[src/design/tmr_chan_pkg.sv]
// package: register map, field layout and encodings of the timer channel
package tmr_chan_pkg;
  localparam logic [7:0] OFF_MODE = 8'h00;
  localparam logic [7:0] OFF_COMPARE = 8'h04;
  localparam logic [7:0] OFF_OUT_EN = 8'h08;
  localparam logic [7:0] OFF_OUT_LVL = 8'h0c;
  localparam logic [7:0] OFF_CTRL = 8'h10;
  localparam logic [7:0] OFF_COUNT = 8'h14;
  localparam logic [7:0] OFF_STATUS = 8'h18;
  localparam logic [7:0] OFF_MASK = 8'h1c;
  localparam logic [7:0] OFF_PRESCALE = 8'h20;
  localparam int MODE_W = 16;
  localparam logic [15:0] MODE_RST = 16'h0000;
  localparam logic [15:0] MODE_WMASK = 16'hd7cf;
  localparam logic [15:0] COMPARE_RST = 16'h0000;
  localparam logic [7:0] PRESCALE_RST = 8'h00;
  localparam int CKS_LSB = 14;
  localparam int CCS_BIT = 12;
  localparam int STS_LSB = 8;
  localparam int CIS_LSB = 6;
  localparam int MD_LSB = 0;
  localparam int ST_TICK = 0;
  localparam int ST_START = 1;
  localparam int ST_CAPT = 2;
  localparam int ST_W = 3;

  typedef enum logic [2:0] {
    TRG_SOFT = 3'h0,
    TRG_EDGE = 3'h1,
    TRG_BOTH = 3'h2,
    TRG_MASTER = 3'h4
  } trig_src_t;

  typedef enum logic [1:0] {
    EDGE_FALL = 2'h0,
    EDGE_RISE = 2'h1,
    EDGE_LOW_W = 2'h2,
    EDGE_HIGH_W = 2'h3
  } edge_sel_t;

  typedef enum logic [2:0] {
    MD_INTERVAL = 3'h0,
    MD_CAPTURE = 3'h2,
    MD_EVENT = 3'h3,
    MD_ONE_COUNT = 3'h4,
    MD_CAPT_ONE = 3'h6
  } op_mode_t;

  typedef struct packed {
    logic [1:0] operation_clock_select;
    logic zero13;
    logic count_source_select;
    logic zero11;
    logic [2:0] trigger_source_field;
    logic [1:0] input_edge_field;
    logic [1:0] zero5_4;
    logic [2:0] operating_mode_field;
    logic start_behaviour_bit;
  } mode_reg_t;

  typedef struct packed {
    logic [31:0] prdata;
    logic pready;
    logic pslverr;
  } apb_resp_t;
endpackage

[src/design/timer_channel_mode_control.sv]
// timer channel: mode decode, counter, output control, apb registers
//
// Local design decisions: the register offsets and the APB register port.
`timescale 1ns/1ps
module timer_channel_mode_control #(
  parameter int CNT_W = 16
) (
  input wire logic i_clk,
  input wire logic i_sys_rst,
  input wire logic i_ce,
  input wire logic [3:0] i_prescale_tick,
  input wire logic i_master_irq,
  input wire logic i_in_pin,
  input wire logic i_psel,
  input wire logic i_penable,
  input wire logic i_pwrite,
  input wire logic [7:0] i_paddr,
  input wire logic [31:0] i_pwdata,
  input wire logic [3:0] i_pstrb,
  output tmr_chan_pkg::apb_resp_t o_apb,
  output logic o_out_pin,
  output logic o_chan_irq_pulse,
  output logic o_irq
);
  import tmr_chan_pkg::*;

  if (CNT_W < 2 || CNT_W > 32) begin : g_bad_width
    $error("CNT_W out of range");
  end

  mode_reg_t mode_q;
  logic [CNT_W-1:0] compare_q;
  logic [CNT_W-1:0] cnt_q;
  logic [CNT_W-1:0] capt_q;
  logic out_en_q;
  logic out_lvl_q;
  logic running_q;
  logic [ST_W-1:0] status_q;
  logic [ST_W-1:0] mask_q;
  logic [1:0] pin_sync_q;
  logic pin_prev_q;
  logic irq_pulse_q;
  logic [31:0] prdata_q;
  logic soft_start;
  logic soft_stop;

  // input pin synchroniser; stage 0 read only by stage 1
  always_ff @(posedge i_clk) begin
    if (i_sys_rst) begin
      pin_sync_q <= 2'b00;
      pin_prev_q <= 1'b0;
    end else if (i_ce) begin
      pin_sync_q <= {pin_sync_q[0], i_in_pin};
      pin_prev_q <= pin_sync_q[1];
    end
  end

  // no edges until the sync pipe holds real samples; pin may idle high
  logic [1:0] fill_q;
  always_ff @(posedge i_clk) begin
    if (i_sys_rst) begin
      fill_q <= 2'h0;
    end else if (i_ce && !(&fill_q)) begin
      fill_q <= fill_q + 2'h1;
    end
  end

  logic armed;
  logic pin_rise;
  logic pin_fall;
  assign armed = &fill_q;
  assign pin_rise = armed & pin_sync_q[1] & ~pin_prev_q;
  assign pin_fall = armed & ~pin_sync_q[1] & pin_prev_q;

  edge_sel_t edge_sel;
  trig_src_t trig_src;
  op_mode_t op_mode;
  assign edge_sel = edge_sel_t'(mode_q.input_edge_field);
  assign trig_src = trig_src_t'(mode_q.trigger_source_field);
  assign op_mode = op_mode_t'(mode_q.operating_mode_field);

  // valid edge, start edge and capture edge of the input pin
  logic valid_edge;
  logic start_edge;
  logic capt_edge;
  always_comb begin
    valid_edge = 1'b0;
    start_edge = 1'b0;
    capt_edge = 1'b0;
    unique case (edge_sel)
      EDGE_FALL: begin
        valid_edge = pin_fall;
        start_edge = pin_fall;
        capt_edge = pin_fall;
      end
      EDGE_RISE: begin
        valid_edge = pin_rise;
        start_edge = pin_rise;
        capt_edge = pin_rise;
      end
      EDGE_LOW_W: begin
        valid_edge = pin_fall | pin_rise;
        start_edge = pin_fall;
        capt_edge = pin_rise;
      end
      EDGE_HIGH_W: begin
        valid_edge = pin_fall | pin_rise;
        start_edge = pin_rise;
        capt_edge = pin_fall;
      end
    endcase
  end

  // hardware trigger; prohibited codes give no trigger
  logic hw_start;
  logic hw_capt;
  always_comb begin
    hw_start = 1'b0;
    hw_capt = 1'b0;
    case (trig_src)
      TRG_SOFT: begin
        hw_start = 1'b0;
      end
      TRG_EDGE: begin
        hw_start = start_edge;
        hw_capt = capt_edge;
      end
      TRG_BOTH: begin
        hw_start = pin_rise | pin_fall;
        hw_capt = pin_rise | pin_fall;
      end
      TRG_MASTER: begin
        hw_start = i_master_irq;
      end
      default: begin
        hw_start = 1'b0;
      end
    endcase
  end

  // operation clock select and count clock source
  logic op_tick;
  always_comb begin
    op_tick = 1'b0;
    unique case (mode_q.operation_clock_select)
      2'b00: op_tick = i_prescale_tick[0];
      2'b01: op_tick = i_prescale_tick[2];
      2'b10: op_tick = i_prescale_tick[1];
      2'b11: op_tick = i_prescale_tick[3];
    endcase
  end

  logic cnt_tick;
  assign cnt_tick = mode_q.count_source_select ? valid_edge : op_tick;

  logic mode_legal;
  logic count_down;
  assign mode_legal = (op_mode == MD_INTERVAL) || (op_mode == MD_CAPTURE) ||
                      (op_mode == MD_EVENT) || (op_mode == MD_ONE_COUNT) ||
                      (op_mode == MD_CAPT_ONE);
  assign count_down = (op_mode == MD_INTERVAL) || (op_mode == MD_EVENT) ||
                      (op_mode == MD_ONE_COUNT);

  // start qualification per mode
  logic start_req;
  logic start_take;
  logic start_irq;
  assign start_req = (soft_start | hw_start) & mode_legal;
  always_comb begin
    start_take = 1'b0;
    start_irq = 1'b0;
    case (op_mode)
      MD_INTERVAL, MD_CAPTURE: begin
        start_take = start_req;
        start_irq = start_req & mode_q.start_behaviour_bit;
      end
      MD_EVENT: begin
        start_take = start_req;
      end
      MD_ONE_COUNT: begin
        start_take = start_req &
                     (~running_q | mode_q.start_behaviour_bit);
        start_irq = start_take & running_q;
      end
      MD_CAPT_ONE: begin
        start_take = start_req & ~running_q;
      end
      default: begin
        start_take = 1'b0;
      end
    endcase
  end

  // counter events
  logic wrap;
  logic capt_ev;
  logic capt_one_end;
  assign wrap = running_q & ~start_take & cnt_tick & count_down &
                (cnt_q == '0);
  assign capt_ev = running_q & ~start_take & (op_mode == MD_CAPTURE) & hw_capt;
  assign capt_one_end = running_q & (op_mode == MD_CAPT_ONE) & hw_capt;

  always_ff @(posedge i_clk) begin
    if (i_sys_rst) begin
      cnt_q <= '0;
      running_q <= 1'b0;
    end else if (i_ce) begin
      if (soft_stop) begin
        running_q <= 1'b0;
      end else if (start_take) begin
        running_q <= 1'b1;
        cnt_q <= count_down ? compare_q : '0;
      end else if (capt_one_end) begin
        running_q <= 1'b0;
      end else if (capt_ev) begin
        cnt_q <= '0;
      end else if (running_q && cnt_tick) begin
        if (!count_down) begin
          cnt_q <= cnt_q + 1'b1;
        end else if (cnt_q == '0) begin
          if (op_mode == MD_ONE_COUNT) begin
            running_q <= 1'b0;
          end else begin
            cnt_q <= compare_q;
          end
        end else begin
          cnt_q <= cnt_q - 1'b1;
        end
      end
    end
  end

  always_ff @(posedge i_clk) begin
    if (i_sys_rst) begin
      capt_q <= '0;
    end else if (i_ce && (capt_ev || capt_one_end)) begin
      capt_q <= cnt_q;
    end
  end

  logic chan_event;
  assign chan_event = start_irq | wrap | capt_ev | capt_one_end;

  always_ff @(posedge i_clk) begin
    if (i_sys_rst) begin
      irq_pulse_q <= 1'b0;
    end else if (i_ce) begin
      irq_pulse_q <= chan_event;
    end
  end
  assign o_chan_irq_pulse = irq_pulse_q;

  // apb decode
  logic acc;
  logic wr;
  logic [31:0] wdata;
  assign acc = i_psel & i_penable;
  assign wr = acc & i_pwrite;
  always_comb begin
    for (int b = 0; b < 4; b++) begin
      wdata[b*8 +: 8] = i_pstrb[b] ? i_pwdata[b*8 +: 8] : 8'h00;
    end
  end
  assign soft_start = wr & (i_paddr == OFF_CTRL) & i_pstrb[0] & i_pwdata[0];
  assign soft_stop = wr & (i_paddr == OFF_CTRL) & i_pstrb[0] & i_pwdata[1];

  always_ff @(posedge i_clk) begin
    if (i_sys_rst) begin
      mode_q <= mode_reg_t'(MODE_RST);
      compare_q <= CNT_W'(COMPARE_RST);
      mask_q <= '0;
      out_en_q <= 1'b0;
    end else if (i_ce && wr) begin
      case (i_paddr)
        OFF_MODE: begin
          if (i_pstrb[1:0] == 2'b11) begin
            mode_q <= mode_reg_t'(i_pwdata[15:0] & MODE_WMASK);
          end
        end
        OFF_COMPARE: compare_q <= wdata[CNT_W-1:0];
        OFF_MASK: mask_q <= wdata[ST_W-1:0];
        OFF_OUT_EN: out_en_q <= wdata[0];
        default: ;
      endcase
    end
  end

  // output level: timer toggles or software writes
  logic toggle;
  assign toggle = start_irq & (op_mode != MD_ONE_COUNT) | wrap |
                  (op_mode == MD_ONE_COUNT) & start_take;
  always_ff @(posedge i_clk) begin
    if (i_sys_rst) begin
      out_lvl_q <= 1'b0;
    end else if (i_ce) begin
      if (out_en_q) begin
        if (toggle) begin
          out_lvl_q <= ~out_lvl_q;
        end
      end else if (wr && i_paddr == OFF_OUT_LVL && i_pstrb[0]) begin
        out_lvl_q <= i_pwdata[0];
      end
    end
  end
  assign o_out_pin = out_lvl_q;

  // sticky status, set wins over write-one-to-clear
  logic [ST_W-1:0] st_set;
  logic [ST_W-1:0] st_clr;
  always_comb begin
    st_set = '0;
    st_set[ST_TICK] = wrap;
    st_set[ST_START] = start_irq;
    st_set[ST_CAPT] = capt_ev | capt_one_end;
  end
  assign st_clr = (wr && i_paddr == OFF_STATUS) ? wdata[ST_W-1:0] : '0;
  for (genvar s = 0; s < ST_W; s++) begin : g_status
    always_ff @(posedge i_clk) begin
      if (i_sys_rst) begin
        status_q[s] <= 1'b0;
      end else if (i_ce) begin
        if (st_set[s]) begin
          status_q[s] <= 1'b1;
        end else if (st_clr[s]) begin
          status_q[s] <= 1'b0;
        end
      end
    end
  end
  assign o_irq = |(status_q & mask_q);

  // read data registered at the setup cycle
  always_ff @(posedge i_clk) begin
    if (i_sys_rst) begin
      prdata_q <= 32'h0;
    end else if (i_ce && i_psel && !i_penable && !i_pwrite) begin
      case (i_paddr)
        OFF_MODE: prdata_q <= {16'h0, mode_q};
        OFF_COMPARE: prdata_q <= 32'(compare_q);
        OFF_OUT_EN: prdata_q <= {31'h0, out_en_q};
        OFF_OUT_LVL: prdata_q <= {31'h0, out_lvl_q};
        OFF_CTRL: prdata_q <= {31'h0, running_q};
        OFF_COUNT: prdata_q <= 32'(cnt_q);
        OFF_STATUS: prdata_q <= 32'(status_q);
        OFF_MASK: prdata_q <= 32'(mask_q);
        OFF_PRESCALE: prdata_q <= 32'(capt_q);
        default: prdata_q <= 32'h0;
      endcase
    end
  end

  logic mapped;
  assign mapped = (i_paddr[1:0] == 2'b00) && (i_paddr <= OFF_PRESCALE);
  assign o_apb.prdata = prdata_q;
  assign o_apb.pready = i_ce;
  assign o_apb.pslverr = acc & ~mapped;
endmodule

[config.mk]
export PLATFORM = sky130hd
export DESIGN_NAME = timer_channel_mode_control
export DESIGN_NICKNAME = d
export VERILOG_FILES = /design/src/design/tmr_chan_pkg.sv /design/src/design/timer_channel_mode_control.sv
export SDC_FILE = /design/constraint.sdc
export NUM_CORES = 1
export LEC_CHECK = 0
export BUFFER_PORTS_ARGS = -buffer_cell sky130_fd_sc_hd__buf_2
export CAP_MARGIN = 20
export CORE_MARGIN = 2
export CORE_UTILIZATION = 50
export DETAILED_ROUTE_END_ITERATION = 7
export PLACE_DENSITY = 0.71
export SYNTH_ARGS = -nofsm -noshare
export SYNTH_HDL_FRONTEND = slang
export SYNTH_SLANG_ARGS = --single-unit
[constraint.sdc]
create_clock -name i_clk -period 6.1 [get_ports i_clk]
set_input_delay 1.525 -clock i_clk [delete_from_list [all_inputs] [get_ports i_clk]]
set_output_delay 1.525 -clock i_clk [all_outputs]
set_load 0.02 [all_outputs]
---- Word level (Yosys, flattened, before mapping) ----
Index checks and enable logic that the tools add are counted.
word-level totals
  input port bits ......................... 56
  word-level logic and storage cells ...... 188
  flip-flop bits (word level) ............. 107
cells by class
  magnitude comparators ................... 1
  reduce and logical (&&, ||, !) cells .... 55
  $add $sub $neg .......................... 3
  equal/unequal tests ..................... 27
  multiplexer cells ....................... 38
  bitwise operators ....................... 43
operators with widths
  cell                   count
  $pmux 16 s9            1
  $mux 16                8
  $eq 8x5->1 const B     4
  $and 1x1->1            26
  $mux 1                 18
  $add 16x1->16 const B  1
  $eq 8x4->1 const B     2
  $logic_not 16->1       1
  $mux 8                 2
  $reduce_bool 4->1      4
  $sub 16x1->16 const B  1
  $reduce_and 2->1       7
  $reduce_or 2->1        6
  $logic_and 1x1->1      11
  $eq 2x2->1 const B     5
  $eq 3x2->1 const B     3
  $eq 3x3->1 const B     3
  $or 1x1->1             9
  $pmux 1 s3             3
  $eq 8x3->1 const B     1
  $eq 8x6->1 const B     1
  $le 8x6->1 const B     1
  $logic_not 8->1        1
  $pmux 1 s2             4
  22 further kinds       44

---- Depth between registers and ports, before layout ----
  depth in word-level cells ............... 18
  gate-level depth with buffers ........... 12
  gate-level depth less buffers ........... 9

---- Worst setup path after synthesis ----
OpenSTA, ideal clock, no wires.
  path kind ............................... in2out
  start point ............................. input port i_paddr[2]
  end point ............................... output port o_apb[0] (netlist name)
  data arrival time ....................... 2,823 ps
  cell stages on the path ................. 4
  slack ................................... 1,752 ps
  path buffers ............................ 0
  path through ............................ or4_4 > nor4_4 > o21ai_1 > and3_1
RTL lines
  what             line                              RTL
  start, declared  timer_channel_mode_control.sv:17  input wire logic [7:0] i_paddr,
  end, declared    timer_channel_mode_control.sv:20  output tmr_chan_pkg::apb_resp_t o_apb,

==> results.md <==
* Critical path data arrival time at 3.31 ns
* Cell with the most instances on the worst path: buf_2
* # clock sinks at 91
* Relative slew slack at 22.5%
* GRT Util Overall at 26.5%
* Count of endpoints failing hold in the final timing report at 0
* Total placed instance area at 5740 um2
* Hold buffers post-CTS at 0
* Maximum level of the CTS H-tree at 3
* Global-route wire length before repair at 24800 um
* Minimum clock period after layout at 4.84 ns
* Number of CTS-inserted buffers at 9
* Endpoint of the most critical register-to-register path: o_out_pin
* Initial cell density of the core at 51.3%
* Number of nets at the end of the flow at a little under 800
* Endpoint kind of the worst setup timing path: output port
* Hold path startpoint: prdata_q[0]
* Final clock period utilization by the worst path at just under 80%
* WHS Endpoint: prdata_q[0]
* Crit-path leading delay family: simple AND/OR/NAND/NOR gates
* Mean post-synth cell area at 8.04 um2
* MaxCap Viol Count at 0
* Run status: complete, no violations
* Category of the critical setup timing path: primary input to output port
* Crit start category: primary input
* Crit path largest cell delay at 0.61 ns
* CP max stage cell: or4_4
* RSZ-0062 raised after global routing: no
* Final Max Slew Viols at 0
* Cells after Synth at 695
* Clock Pin Slew Worst Setup and Hold Paths at 0.09 ns
* Proportion of register bits with asynchronous set or reset after synthesis at 0%
* CTS tree: built
* Worst min-delay path class: register to register
* Sum of negative setup slack at 0 ns
* Share of the yosys chip area belonging to registers at 32.6%
* Clock latency of the later-clocked register in the worst-skew pair at 0.38 ns
* Signed area change from the synthesized netlist to the final layout at 7.14%
* Die extent in x at about 110 um
* Commonest register cell after synthesis: dfxtp_1
* Routability congestion estimate at 0.952
* Worst vdd rail ir drop at 0.141 mV
* Number of flops mapped to enable cells by yosys at 0
* DIE AREA at between 10000 and 15000 um2
* Clock tree skew after final layout at 0.00920 ns
* Initial detailed-routing violation count at 542
* Share of layout cells above drive strength 1 at between 10% and 20%
* Overflow left after global routing at 0
* Register-to-register setup slack at 2.40 ns
* Achievable Freq at 207 MHz
* Setup repair bufs after CTS at 0
* Routed Wire Length at approximately 16000 um
* Count of state elements after synthesis at 91
* CP max FO at 17
* Launch instance of the worst register-to-register path: cnt_q[0]
* Length of the first detailed-routing pass in iterations at 5
* Final Setup Violations at 0
* Number of buffers and inverters on the critical path at 3
* Leak Pwr at between 2 and 2.5 nW
* Actual slew at the worst max-slew pin at roughly 1.2 ns
* Post-route ant nets at 0
* Half-perimeter wire length of the detailed placement result at 11100 um
* Number of global-route vias before repair at 4851
* Synthesis warning total at 0
* Cell depth of the worst hold path at 2
* Count of buffers from port buffering at 58
* Worst-path cell chain: buf_2, or4_4, nor4_4, buf_4, o21ai_1, and3_1, buf_2
* Data required time at the worst endpoint at between 4 and 5 ns
* Number of rows in the core area at 38
* Cell area after layout at 5990 um2
* Drc violations at 0
* CTS root buffer: clkbuf_8
* Power per cell area at 186 nW/um2
* Distinct cells, synth at 77
* Io pins at 93
* Vias post-DR at 5347
* Netlist Area Pre-Place at 5590 um2
* Bufs on Longest Clock Path at 2
* Worst r2r path cells at 8
* Diode count at 0
* Number of antenna violations at the first check in global routing at 0
* Post-cts gate resize count at 0
* Area of the core at 10900 um2
* Floorplan die height at 110 um
* Pin count of the biggest net entering global routing at 52
* Routed len/inst at around 18 um
* Post-detailed-route via-to-cell ratio at 6.24
[registers in the layout, indices dropped and copies added, names as in the netlist]
signal,flops
capt_q,16
cnt_q,16
compare_q,16
prdata_q,16
mode_q,4
mask_q,3
op_mode,3
status_q,3
trig_src,3
edge_sel,2
fill_q,2
pin_sync_q,2
o_chan_irq_pulse,1
o_out_pin,1
out_en_q,1
pin_prev_q,1
running_q,1
[report_power, final]
group | internal (mW) | total [mW] | switching (mW)
logic | 0.0182 | 0.0641 | 0.0458
clock network | 0.201 | 0.452 | 0.252
registers | 0.596 | 0.598 | 0.00173
[Yosys cell counts, types with 4 or more instances]
| cell type | count | area, um2 |
|---|---|---|
| clkbuf_1 | 27 | 101 |
| o31ai_1 | 4 | 30.0 |
| nand2b_1 | 8 | 50.1 |
| mux2i_1 | 33 | 330 |
| and3_1 | 5 | 31.3 |
| a21oi_1 | 62 | 310 |
| nand3_1 | 29 | 145 |
| xor2_1 | 5 | 43.8 |
| a211o_1 | 5 | 43.8 |
| o21ai_0 | 19 | 95.1 |
| nand2_1 | 49 | 184 |
| or3_1 | 4 | 25.0 |
| a22oi_1 | 24 | 180 |
| a222oi_1 | 7 | 70.1 |
| buf_2 | 19 | 95.1 |
| buf_4 | 20 | 150 |
| a211oi_2 | 5 | 62.6 |
| a32oi_1 | 4 | 35.0 |
| or2_2 | 5 | 31.3 |
| o22ai_1 | 4 | 25.0 |
| buf_6 | 5 | 56.3 |
| nor2_1 | 101 | 379 |
| a21oi_2 | 6 | 52.6 |
| and2_1 | 4 | 25.0 |
| ha_1 | 8 | 100 |
| nor4_1 | 12 | 75.1 |
| nand4_1 | 8 | 50.1 |
| a221oi_1 | 7 | 61.3 |
| inv_1 | 17 | 63.8 |
| dfxtp_1 | 91 | 1820 |
| a211oi_1 | 9 | 67.6 |
| nor3_1 | 16 | 80.1 |
| xnor2_1 | 8 | 70.1 |
| nor2_2 | 4 | 25.0 |
[area by class of cell]
class	count	area, um2
timing repair buffer	64	343
sequential	91	1820
clock inverter	7	93.8
fill	995	4900
multi-input combinational	528	3360
clock buffer	9	124
tap	140	175
inverter	18	67.6
[cell usage in the layout (no fill, tap or decap), types with 6 or more instances in the layout]
cell type / count
a211oi_1: 8
a21oi_1: 62
a21oi_2: 6
a221oi_1: 7
a222oi_1: 7
a22oi_1: 24
buf_2: 58
clkbuf_8: 9
conb_1: 16
dfxtp_1: 91
ha_1: 8
inv_1: 17
mux2i_1: 33
nand2_1: 49
nand2b_1: 8
nand3_1: 29
nand4_1: 8
nor2_1: 101
nor3_1: 15
nor4_1: 12
o21ai_0: 19
xnor2_1: 8
[logic make-up (layout without fill, tap and decap cells)]
| family | count (synthesis) | in the layout | share of synthesized area (%) |
|---|---|---|---|
| fa+ha+maj | 8 | 8 | 1.79 |
| xor+xnor | 13 | 13 | 2.04 |
| simple gates | 271 | 271 | 24.6 |
| compound gates | 184 | 184 | 23.7 |
| buf+inv | 91 | 98 | 8.55 |
| flops | 91 | 91 | 32.6 |
| mux | 36 | 36 | 6.71 |
| other cells | 1 | 16 | 0.0671 |
[worst reg2reg max path, stage by stage (launching register included)]
cell and delay (ns):
dfxtp_1 0.44, inv_1 0.16, ha_1 0.15, nor4b_1 0.32
nand4_1 0.71, nand2b_1 0.57, nor4_1 0.79, o221ai_1 0.23
a211oi_1 0.25
[stage by stage]
stage / util, % / cells / worst slack (ns) / total power [mW] / hold slack [ns]
4_1_cts: 54.7 / 854 / 1.31 / 1.12 / 0.473
2_1_floorplan: - / 710 / 1.75 / 0.658 / 0.442
5_1_grt: 55.0 / 857 / 1.20 / 1.14 / 0.497
3_3_place_gp: 52.7 / 838 / 1.35 / 0.672 / 0.442
3_5_place_dp: 52.7 / 838 / 1.32 / 0.675 / 0.459
6_report: 55.0 / 857 / 1.26 / 1.11 / 0.465
[worst max path at each step]
stage                     startpoint        to  slack (ns)  cells after the start
final                     i_paddr[2]  o_apb[0]        1.26                      7
after global placement    i_paddr[2]  o_apb[0]        1.35                      7
after CTS                 i_paddr[2]  o_apb[0]        1.31                      7
after global routing      i_paddr[2]  o_apb[0]        1.20                      7
after detailed placement  i_paddr[2]  o_apb[0]        1.32                      7
after floorplan           i_paddr[2]  o_apb[0]        1.75                      4
[routing by layer]
layer  wire (um)  GRT usage [%]  share of wire [%]
met1        6730           36.3                 43
met2        7060           41.0                 46
met3        1380           5.45                8.9
met4         338           10.3                2.2
met5           0              0                  0
No activity file was read; power rests on OpenSTA's default activity.
